===== config.mk =====
export PLATFORM = sky130hd
export DESIGN_NAME = tsr_register_set
export DESIGN_NICKNAME = d
export VERILOG_FILES = /design/src/tsr_register_set.v /design/src/tsr_pin_sync.v
export VERILOG_INCLUDE_DIRS = /design/src
export SDC_FILE = /design/constraint.sdc
export NUM_CORES = 1
export LEC_CHECK = 0
export ABC_AREA = 1
export CAP_MARGIN = 20
export CORE_MARGIN = 8
export CORE_UTILIZATION = 40
export DETAILED_ROUTE_END_ITERATION = 10
export DONT_BUFFER_PORTS = 1
export SYNTH_ARGS = -nofsm -noshare
export SYNTH_HDL_FRONTEND = slang
export SYNTH_HIERARCHICAL = 1
export SYNTH_SLANG_ARGS = --single-unit

===== constraint.sdc =====
create_clock -name clk -period 2.7 [get_ports clk]
set_input_delay 0.54 -clock clk [delete_from_list [all_inputs] [get_ports clk]]
set_output_delay 0.54 -clock clk [all_outputs]
set_load 0.1 [all_outputs]

===== src/tsr_defines.vh =====
`ifndef TSR_DEFINES_VH
`define TSR_DEFINES_VH

// ==========================================================
// pointer values (low three pointer bits only)
`define TSR_PTR_TEMP 3'h0
`define TSR_PTR_CONF 3'h1
`define TSR_PTR_HIGH 3'h2
`define TSR_PTR_LOW 3'h3
`define TSR_PTR_ONESHOT 3'h4
`define TSR_PTR_RST 3'h0

// ==========================================================
// reset values
`define TSR_TEMP_RST 16'h0000
`define TSR_CONF_RST 16'h0000
`define TSR_HIGH_RST 16'h5000
`define TSR_LOW_RST 16'h4b00

// ==========================================================
// configuration field positions
`define TSR_CFG_OS_BIT 13
`define TSR_CFG_FQ_HI 12
`define TSR_CFG_FQ_LO 11
`define TSR_CFG_POL_BIT 10
`define TSR_CFG_TM_BIT 9
`define TSR_CFG_SD_BIT 8

// ==========================================================
// limit and result field positions
`define TSR_VAL_HI 15
`define TSR_VAL_LO 4
`define TSR_RSVD_LOW 4'h0

// ==========================================================
// fault queue depths per code
`define TSR_FQ_DEPTH0 3'h1
`define TSR_FQ_DEPTH1 3'h2
`define TSR_FQ_DEPTH2 3'h4
`define TSR_FQ_DEPTH3 3'h6
`define TSR_FAULT_MAX 3'h7

// ==========================================================
// two-wire bus constants
`define TSR_ADDR_BASE 4'h9
`define TSR_BITS_PER_BYTE 4'h8

`endif


===== src/tsr_register_set.v =====
`timescale 1ns/1ns
`include "tsr_defines.vh"

module tsr_register_set (
  input wire clk,
  input wire reset_n,
  input wire sclIn,
  input wire sdaIn,
  output wire sdaOut,
  output reg sdaOe,
  input wire [2:0] addrSel,
  output wire alertOut,
  output reg alertOe,
  output reg convStart,
  output reg convAbort,
  input wire convDone,
  input wire [11:0] convResult
);
  // ==========================================================
  // bus states
  localparam ST_IDLE = 3'h0;
  localparam ST_ADDR = 3'h1;
  localparam ST_AACK = 3'h2;
  localparam ST_RX = 3'h3;
  localparam ST_RACK = 3'h4;
  localparam ST_TX = 3'h5;
  localparam ST_TACK = 3'h6;
  localparam ST_WAIT = 3'h7;

  reg [2:0] state_q;
  reg [3:0] bitCnt_q;
  reg [7:0] rxShift_q;
  reg [7:0] txShift_q;
  reg rw_q;
  reg txSel_q;
  reg [1:0] byteIdx_q;
  reg [7:0] msbHold_q;
  reg [15:0] readWord_q;
  reg readEvt_q;
  reg oneShotEvt_q;
  reg [2:0] ptr_q;
  reg os_q;
  reg [1:0] fq_q;
  reg pol_q;
  reg tm_q;
  reg sd_q;
  reg [11:0] hiLim_q;
  reg [11:0] loLim_q;
  reg [11:0] temp_q;
  reg busy_q;
  reg pending_q;
  reg [2:0] hiCnt_q;
  reg [2:0] loCnt_q;
  reg active_q;
  reg armHigh_q;
  reg sclPrev_q;
  reg sdaPrev_q;
  reg [15:0] rdData;
  reg [2:0] depth;
  reg [2:0] hiNext;
  reg [2:0] loNext;
  wire [1:0] busF;
  wire [2:0] addrF;
  wire sclF;
  wire sdaF;
  wire sclRise;
  wire sclFall;
  wire startCond;
  wire stopCond;
  wire [15:0] wrWord;
  wire [7:0] nextByte;
  wire resultEvt;
  wire faultHi;
  wire faultLo;

  // ==========================================================
  // pin synchronisers
  tsr_pin_sync #(.W(2), .RST_VAL(2'h3)) uBusSync (
    .clk(clk),
    .reset_n(reset_n),
    .pinIn({sclIn, sdaIn}),
    .pinOut(busF)
  );

  // straps pass the same filter, so a bouncing strap cannot flicker the address
  tsr_pin_sync #(.W(3), .RST_VAL(3'h0)) uAddrSync (
    .clk(clk),
    .reset_n(reset_n),
    .pinIn(addrSel),
    .pinOut(addrF)
  );

  // bus line events
  assign sclF = busF[1];
  assign sdaF = busF[0];
  assign sclRise = sclF & ~sclPrev_q;
  assign sclFall = ~sclF & sclPrev_q;
  assign startCond = sclF & sclPrev_q & sdaPrev_q & ~sdaF;
  assign stopCond = sclF & sclPrev_q & ~sdaPrev_q & sdaF;

  // open drain: the pin is only ever pulled low
  assign sdaOut = 1'b0;
  assign alertOut = 1'b0;

  // write word pairs the held upper byte with the lower byte just received
  assign wrWord = {msbHold_q, rxShift_q};
  assign nextByte = txSel_q ? readWord_q[7:0] : readWord_q[15:8];

  // ==========================================================
  // register read mux
  always @* begin
    case (ptr_q)
      `TSR_PTR_TEMP: rdData = {temp_q, `TSR_RSVD_LOW};
      `TSR_PTR_CONF: rdData = {2'h0, os_q, fq_q, pol_q, tm_q, sd_q, 8'h00};
      `TSR_PTR_HIGH: rdData = {hiLim_q, `TSR_RSVD_LOW};
      `TSR_PTR_LOW: rdData = {loLim_q, `TSR_RSVD_LOW};
      default: rdData = 16'h0000; // one-shot register is write only
    endcase
  end

  // ==========================================================
  // two-wire slave and register writes
  always @(posedge clk or negedge reset_n) begin
    if (!reset_n) begin
      state_q <= ST_IDLE;
      bitCnt_q <= 4'h0;
      rxShift_q <= 8'h00;
      txShift_q <= 8'h00;
      rw_q <= 1'b0;
      txSel_q <= 1'b0;
      byteIdx_q <= 2'h0;
      msbHold_q <= 8'h00;
      readWord_q <= 16'h0000;
      readEvt_q <= 1'b0;
      oneShotEvt_q <= 1'b0;
      sdaOe <= 1'b0;
      ptr_q <= `TSR_PTR_RST;
      // configuration fields all reset to zero
      os_q <= 1'b0;
      fq_q <= 2'h0;
      pol_q <= 1'b0;
      tm_q <= 1'b0;
      sd_q <= 1'b0;
      hiLim_q <= 12'h500; // reset code of high limit bits 15..4
      loLim_q <= 12'h4b0; // reset code of low limit bits 15..4
      sclPrev_q <= 1'b1;
      sdaPrev_q <= 1'b1;
    end else begin
      sclPrev_q <= sclF;
      sdaPrev_q <= sdaF;
      readEvt_q <= 1'b0;
      oneShotEvt_q <= 1'b0;
      if (startCond) begin
        state_q <= ST_ADDR;
        bitCnt_q <= 4'h0;
        sdaOe <= 1'b0;
      end else if (stopCond) begin
        state_q <= ST_IDLE;
        sdaOe <= 1'b0;
      end else begin
        case (state_q)
          ST_ADDR: begin
            if (sclRise) begin
              rxShift_q <= {rxShift_q[6:0], sdaF};
              bitCnt_q <= bitCnt_q + 4'h1;
            end else if (sclFall && bitCnt_q == `TSR_BITS_PER_BYTE) begin
              if (rxShift_q[7:1] == {`TSR_ADDR_BASE, addrF}) begin
                state_q <= ST_AACK;
                sdaOe <= 1'b1;
                rw_q <= rxShift_q[0];
                byteIdx_q <= 2'h0;
                // snapshot keeps both bytes of one word coherent
                readWord_q <= rdData;
                txSel_q <= 1'b0;
                readEvt_q <= rxShift_q[0];
              end else begin
                state_q <= ST_WAIT;
              end
            end
          end
          ST_AACK: begin
            if (sclFall) begin
              bitCnt_q <= 4'h0;
              if (rw_q) begin
                state_q <= ST_TX;
                txShift_q <= readWord_q[15:8];
                sdaOe <= ~readWord_q[15];
                txSel_q <= 1'b1;
              end else begin
                state_q <= ST_RX;
                sdaOe <= 1'b0;
              end
            end
          end
          ST_RX: begin
            if (sclRise) begin
              rxShift_q <= {rxShift_q[6:0], sdaF};
              bitCnt_q <= bitCnt_q + 4'h1;
            end else if (sclFall && bitCnt_q == `TSR_BITS_PER_BYTE) begin
              state_q <= ST_RACK;
              sdaOe <= 1'b1;
              if (byteIdx_q == 2'h0) begin
                ptr_q <= rxShift_q[2:0];
                byteIdx_q <= 2'h1;
              end else if (byteIdx_q == 2'h1) begin
                msbHold_q <= rxShift_q;
                byteIdx_q <= 2'h2;
                oneShotEvt_q <= (ptr_q == `TSR_PTR_ONESHOT);
              end else begin
                byteIdx_q <= 2'h1;
                case (ptr_q)
                  `TSR_PTR_CONF: begin
                    os_q <= wrWord[`TSR_CFG_OS_BIT];
                    fq_q <= wrWord[`TSR_CFG_FQ_HI:`TSR_CFG_FQ_LO];
                    pol_q <= wrWord[`TSR_CFG_POL_BIT];
                    tm_q <= wrWord[`TSR_CFG_TM_BIT];
                    sd_q <= wrWord[`TSR_CFG_SD_BIT];
                  end
                  `TSR_PTR_HIGH: hiLim_q <= wrWord[`TSR_VAL_HI:`TSR_VAL_LO];
                  `TSR_PTR_LOW: loLim_q <= wrWord[`TSR_VAL_HI:`TSR_VAL_LO];
                  default: begin
                    // temperature is read only, one-shot acts on its first byte
                  end
                endcase
              end
            end
          end
          ST_RACK: begin
            if (sclFall) begin
              sdaOe <= 1'b0;
              state_q <= ST_RX;
              bitCnt_q <= 4'h0;
            end
          end
          ST_TX: begin
            if (sclRise) begin
              bitCnt_q <= bitCnt_q + 4'h1;
            end else if (sclFall) begin
              if (bitCnt_q == `TSR_BITS_PER_BYTE) begin
                state_q <= ST_TACK;
                sdaOe <= 1'b0;
              end else begin
                txShift_q <= {txShift_q[6:0], 1'b0};
                sdaOe <= ~txShift_q[6];
              end
            end
          end
          ST_TACK: begin
            if (sclRise && sdaF) begin
              state_q <= ST_WAIT; // master refused, stop sending
            end else if (sclFall) begin
              state_q <= ST_TX;
              bitCnt_q <= 4'h0;
              txShift_q <= nextByte;
              sdaOe <= ~nextByte[7];
              txSel_q <= ~txSel_q;
            end
          end
          default: begin
            // idle or not addressed: wait for start or stop
          end
        endcase
      end
    end
  end

  // ==========================================================
  // conversion control
  assign resultEvt = busy_q & convDone & ~sd_q;

  // pending is cleared first so a same-cycle one-shot write is not lost
  always @(posedge clk or negedge reset_n) begin
    if (!reset_n) begin
      busy_q <= 1'b0;
      pending_q <= 1'b0;
      convStart <= 1'b0;
      convAbort <= 1'b0;
      temp_q <= 12'h000;
    end else begin
      convStart <= 1'b0;
      convAbort <= 1'b0;
      if (sd_q) begin
        busy_q <= 1'b0;
        pending_q <= 1'b0;
        convAbort <= busy_q;
      end else begin
        if (resultEvt) begin
          temp_q <= convResult;
          busy_q <= 1'b0;
        end else if (!busy_q && (!os_q || pending_q)) begin
          convStart <= 1'b1;
          busy_q <= 1'b1;
          pending_q <= 1'b0;
        end
        if (oneShotEvt_q && os_q) begin
          pending_q <= 1'b1;
        end
      end
    end
  end

  // ==========================================================
  // fault queue decode and counting
  assign faultHi = $signed(convResult) > $signed(hiLim_q);
  assign faultLo = $signed(convResult) < $signed(loLim_q);

  always @* begin
    case (fq_q)
      2'h0: depth = `TSR_FQ_DEPTH0;
      2'h1: depth = `TSR_FQ_DEPTH1;
      2'h2: depth = `TSR_FQ_DEPTH2;
      default: depth = `TSR_FQ_DEPTH3;
    endcase
    hiNext = 3'h0;
    loNext = 3'h0;
    // counters saturate so a long run never wraps below the depth
    if (faultHi) begin
      hiNext = (hiCnt_q == `TSR_FAULT_MAX) ? hiCnt_q : hiCnt_q + 3'h1;
    end else if (faultLo) begin
      loNext = (loCnt_q == `TSR_FAULT_MAX) ? loCnt_q : loCnt_q + 3'h1;
    end
  end

  // ==========================================================
  // alarm state
  always @(posedge clk or negedge reset_n) begin
    if (!reset_n) begin
      hiCnt_q <= 3'h0;
      loCnt_q <= 3'h0;
      active_q <= 1'b0;
      armHigh_q <= 1'b1;
      alertOe <= 1'b0;
    end else begin
      // polarity bit zero: active alarm pulls the pin low
      alertOe <= ~(pol_q ? active_q : ~active_q);
      if (sd_q) begin
        hiCnt_q <= 3'h0;
        loCnt_q <= 3'h0;
        active_q <= 1'b0;
        armHigh_q <= 1'b1;
      end else if (!tm_q) begin
        armHigh_q <= 1'b1;
        if (resultEvt) begin
          hiCnt_q <= hiNext;
          loCnt_q <= loNext;
          if (hiNext >= depth) begin
            active_q <= 1'b1;
          end else if (loNext >= depth) begin
            active_q <= 1'b0;
          end
        end
      end else begin
        // read clears first, so a new trigger in the same cycle wins
        if (readEvt_q) begin
          active_q <= 1'b0;
        end
        if (resultEvt) begin
          hiCnt_q <= hiNext;
          loCnt_q <= loNext;
          if (armHigh_q && hiNext >= depth) begin
            active_q <= 1'b1;
            armHigh_q <= 1'b0;
            hiCnt_q <= 3'h0;
            loCnt_q <= 3'h0;
          end else if (!armHigh_q && loNext >= depth) begin
            active_q <= 1'b1;
            armHigh_q <= 1'b1;
            hiCnt_q <= 3'h0;
            loCnt_q <= 3'h0;
          end
        end
      end
    end
  end
endmodule // tsr_register_set


===== src/tsr_pin_sync.v =====
`timescale 1ns/1ns

// ==========================================================
// three-stage pin synchroniser with agreement filter
module tsr_pin_sync #(
  parameter W = 1,
  parameter [W-1:0] RST_VAL = {W{1'b0}}
) (
  input wire clk,
  input wire reset_n,
  input wire [W-1:0] pinIn,
  output reg [W-1:0] pinOut
);
  reg [W-1:0] stage1_q;
  reg [W-1:0] stage2_q;
  reg [W-1:0] stage3_q;
  integer i;

  // stage1 only feeds stage2; output moves once stages 2 and 3 agree
  always @(posedge clk or negedge reset_n) begin
    if (!reset_n) begin
      stage1_q <= RST_VAL;
      stage2_q <= RST_VAL;
      stage3_q <= RST_VAL;
      pinOut <= RST_VAL;
    end else begin
      stage1_q <= pinIn;
      stage2_q <= stage1_q;
      stage3_q <= stage2_q;
      for (i = 0; i < W; i = i + 1) begin
        if (stage2_q[i] == stage3_q[i]) begin
          pinOut[i] <= stage3_q[i];
        end
      end
    end
  end
endmodule // tsr_pin_sync


==> results.ini <==
[run_status]
outcome=complete, but fails checks
violations=hold timing, setup timing

[floorplan]
die_area_mm2=0.0205
core-area_mm2=0.0158
io_pins=26
rows=46
die_w_um=143
start_util=0.408
die_h_um=143

[global_route]
grt_pass1_wl_um=25200
grt_overflow_total=0
first_global_vias=4960
grtUsageTotal=0.157
grt_max_degree=130
antenna_found_initial=0

[placed_design]
routabilityCongestion=0.832
detailed_place_hpwl_um=10500
port_buffers=0
placed_area_mm2=0.00678
placed_cells=991

[clocking]
cts_buffer_depth=2
cts_tree=built
clk_latency_ns=0.42
cts_buffers=17
htreeDepth=4
cts_sinks=129
root_buffer=clkbuf_16
clk_pin_slew_ns=0.06

[timing]
finalSetupViolCount=7
tightest_slew_ns=0.921
whs_ns=-0.186
relSlewSlack=0.386
period_needed_ns=2.82
hold_viol=113
fin_ws_ns=-0.122
fin_skew_ns=0.0111
grt_setup_unrepaired=yes
slew_viol_final=0
setup-tns-final_ns=-0.582
max_clock_freq_mhz=354
fin_crit_sh=1.05

[layout]
nets=853
diodes=0
syn2layout_area_growth_pct=19.7
design_area_mm2=0.00773
final_cells=1029
drive_above_1_share=0.170

[yosys]
avgSynthCellArea_um2=8.36
yosysUniqueCellTypes=42
synth_warnings=6
async_reset_ff_frac=1.00
synthCells=772
syn_area_mm2=0.00645
synth_enable_flop_cells=0
ys_seq_area_frac=0.503
ys_seq_elements=129
synth-main-ff-cell=dfrtp_1

[pwr]
power_frac_clock=0.414
p_switching_mw=1.99
p_leak_nw=3.51
power.density_mw_per_mm2=824
p_comb_frac=0.201
swShare=0.312
seq_power_share=0.385
ir_drop_mv=0.381
power_mw=6.37
p_int_mw=4.38

[min_path]
hp-class=input port to asynchronous set/reset pin

[setup_path]
worstSetupEndpointType=flop
critPathMaxStageDelay_ns=0.52
critPathMostFrequentCell=nand2_2
crit_start=loLim_q[10]$_DFFE_PN1P_
cp.arrival_ns=3.18
criticalPathCategory=flop to flop
critPathMaxFanout=6
critPathLaunchType=flop
r2r-start=loLim_q[10]$_DFFE_PN1P_
worstPathRequired_ns=3.06
slowest_stage=dfstp_2
path_cells=inv_1 > ha_1 > nand2_2 > nor2_4 > buf_4 > a21oi_2 > nand3_1 > nand2_2 > nand2_2 > nor2_4 > ha_4 > a21oi_2 > nand3_2 > nand2_2 > nand2_4 > a21oi_4 > nand4_1 > nand2_1

[route]
via_per_inst=4.95
via_count=5095
wire_per_inst_um=14.7
drc_errors=0
ant_nets=0
wirelength_um=15100
firstDrtPassIters=4
drt_iter0_drc=414

[flow_run]
maxCapViolations=0

## synth_stat cells, types with 2 or more instances
cell      count  area [µm²]
inv_1       103         387
buf_2         6        30.0
nand3_1      20         100
nor3_1        9        45.0
inv_2         8        30.0
nor2_2        4        25.0
buf_4         2        15.0
nand4_1      11        68.8
nand3b_1      4        30.0
mux2_2        2        22.5
a21oi_1      31         155
o21ai_1      25         125
o21ai_2       4        35.0
ha_1         33         413
o22ai_1      18         113
nand2_1     224         841
dfrtp_1     112        2800
nand2_2       4        25.0
clkbuf_1      4        15.0
a41oi_1       3        26.3
o21ai_0      52         260
o211ai_1      4        30.0
dfstp_2      17         447
nor2_1       44         165
buf_6         2        22.5
xor2_1        8        70.1
a22oi_1       3        22.5
## per-layer routing
| metal | vias up | global-route usage | part of all wire |
|---|---|---|---|
| li1 | 2555 | - | - |
| met1 | 2441 | 0.200 | 0.46 |
| met2 | 86 | 0.255 | 0.49 |
| met3 | 13 | 0.0307 | 0.033 |
| met4 | 0 | 0.0660 | 0.010 |
| met5 | - | 0 | 0 |
## cell type report
class / instances / area [µm²]
inverter: 111 / 419
sequential: 129 / 3250
timing repair buffer: 23 / 176
clock buffer: 19 / 443
multi-input combinational: 518 / 2940
tap: 216 / 270
clock inverter: 13 / 233
fill: 1479 / 8100
## power groups by stage
stage	clock network [mW]	registers (mW)	logic, mW
global placement	0	2.48	1.16
finish	2.64	2.45	1.28
global route	2.76	2.49	1.45
CTS	2.68	2.45	1.23
detailed placement	0	2.48	1.17
floorplan	0	2.43	0.932
## logic make-up (layout without fill, tap and decap cells)
kind of cell               Yosys count  in the layout  share of synthesized area
AOI/OAI and AO/OA                  146            146                      0.127
xor gates and xnor gates             8              8                     0.0109
adders and majority gates           33             33                     0.0640
buffers and inverters              126            166                     0.0779
DFF                                129            129                      0.503
muxes                                2              2                    0.00349
other                                1              2                   0.000581
and+or+nand+nor                    327            327                      0.213
## metrics by stage
step / utilization / setup slack (ns)
3_5_place_dp: 0.428 / -0.233
2_1_floorplan: - / 0.0357
4_1_cts: 0.482 / -0.00984
3_3_place_gp: 0.428 / -0.140
6_report: 0.488 / -0.122
5_1_grt: 0.488 / -0.233
## timing repair
action                                  4_1_cts  5_1_grt
endpoints found under the setup margin        8        8
pin swaps                                    27       27
setup buffers                                 4        2
resized for setup                            29       18
hold endpoints to repair                    129      115
## critical path: cells and delay by family, from the launching register on
family	cells	cell delay (ns)
AND/OR/NAND/NOR	11	1.07
flip-flops	1	0.52
adder cells (fa/ha/maj)	2	0.50
AO/OA/AOI/OAI	3	0.49
buffers and inverters	2	0.18
## cell usage in the layout (no fill, tap or decap), drive strengths merged, types with 4 or more instances in the layout
master | netlist | final
inv | 111 | 113
nand3 | 21 | 21
nand2 | 229 | 229
nor2 | 49 | 49
dfrtp | 112 | 112
clkinvlp | 0 | 4
o22ai | 18 | 18
nand3b | 4 | 4
dfstp | 17 | 17
clkbuf | 4 | 19
nor3 | 10 | 10
nand4 | 11 | 11
ha | 33 | 33
buf | 11 | 23
o21ai | 81 | 81
a21oi | 32 | 32
o211ai | 4 | 4
bufinv | 0 | 6
xor2 | 8 | 8
## registers in the layout, summed over array words and instances (netlist names), 4 cells and up
signal      flops
bitCnt_q        4
readWord_q     12
rxShift_q       8
temp_q         12
txShift_q       7
msbHold_q       8
hiLim_q        12
loLim_q        12
## path summary, 6_finish.rpt
path                       cells after the start                               to  slack [ns]
max in group asynchronous                      0   uBusSync/pinOut[1]$_DFFE_PN1N_        2.62
min in group clk                               0   uBusSync/stage1_q[1]$_DFF_PN1_        0.11
hold / removal                                 0           hiLim_q[9]$_DFFE_PN0P_       -0.19
setup reg to reg                              18           loCnt_q[0]$_DFFE_PN0N_       -0.12
hold reg to reg                                0  uAddrSync/stage2_q[1]$_DFF_PN0_        0.35
setup / recovery                              18           loCnt_q[0]$_DFFE_PN0N_       -0.12
(Power assumes the default switching activity.)
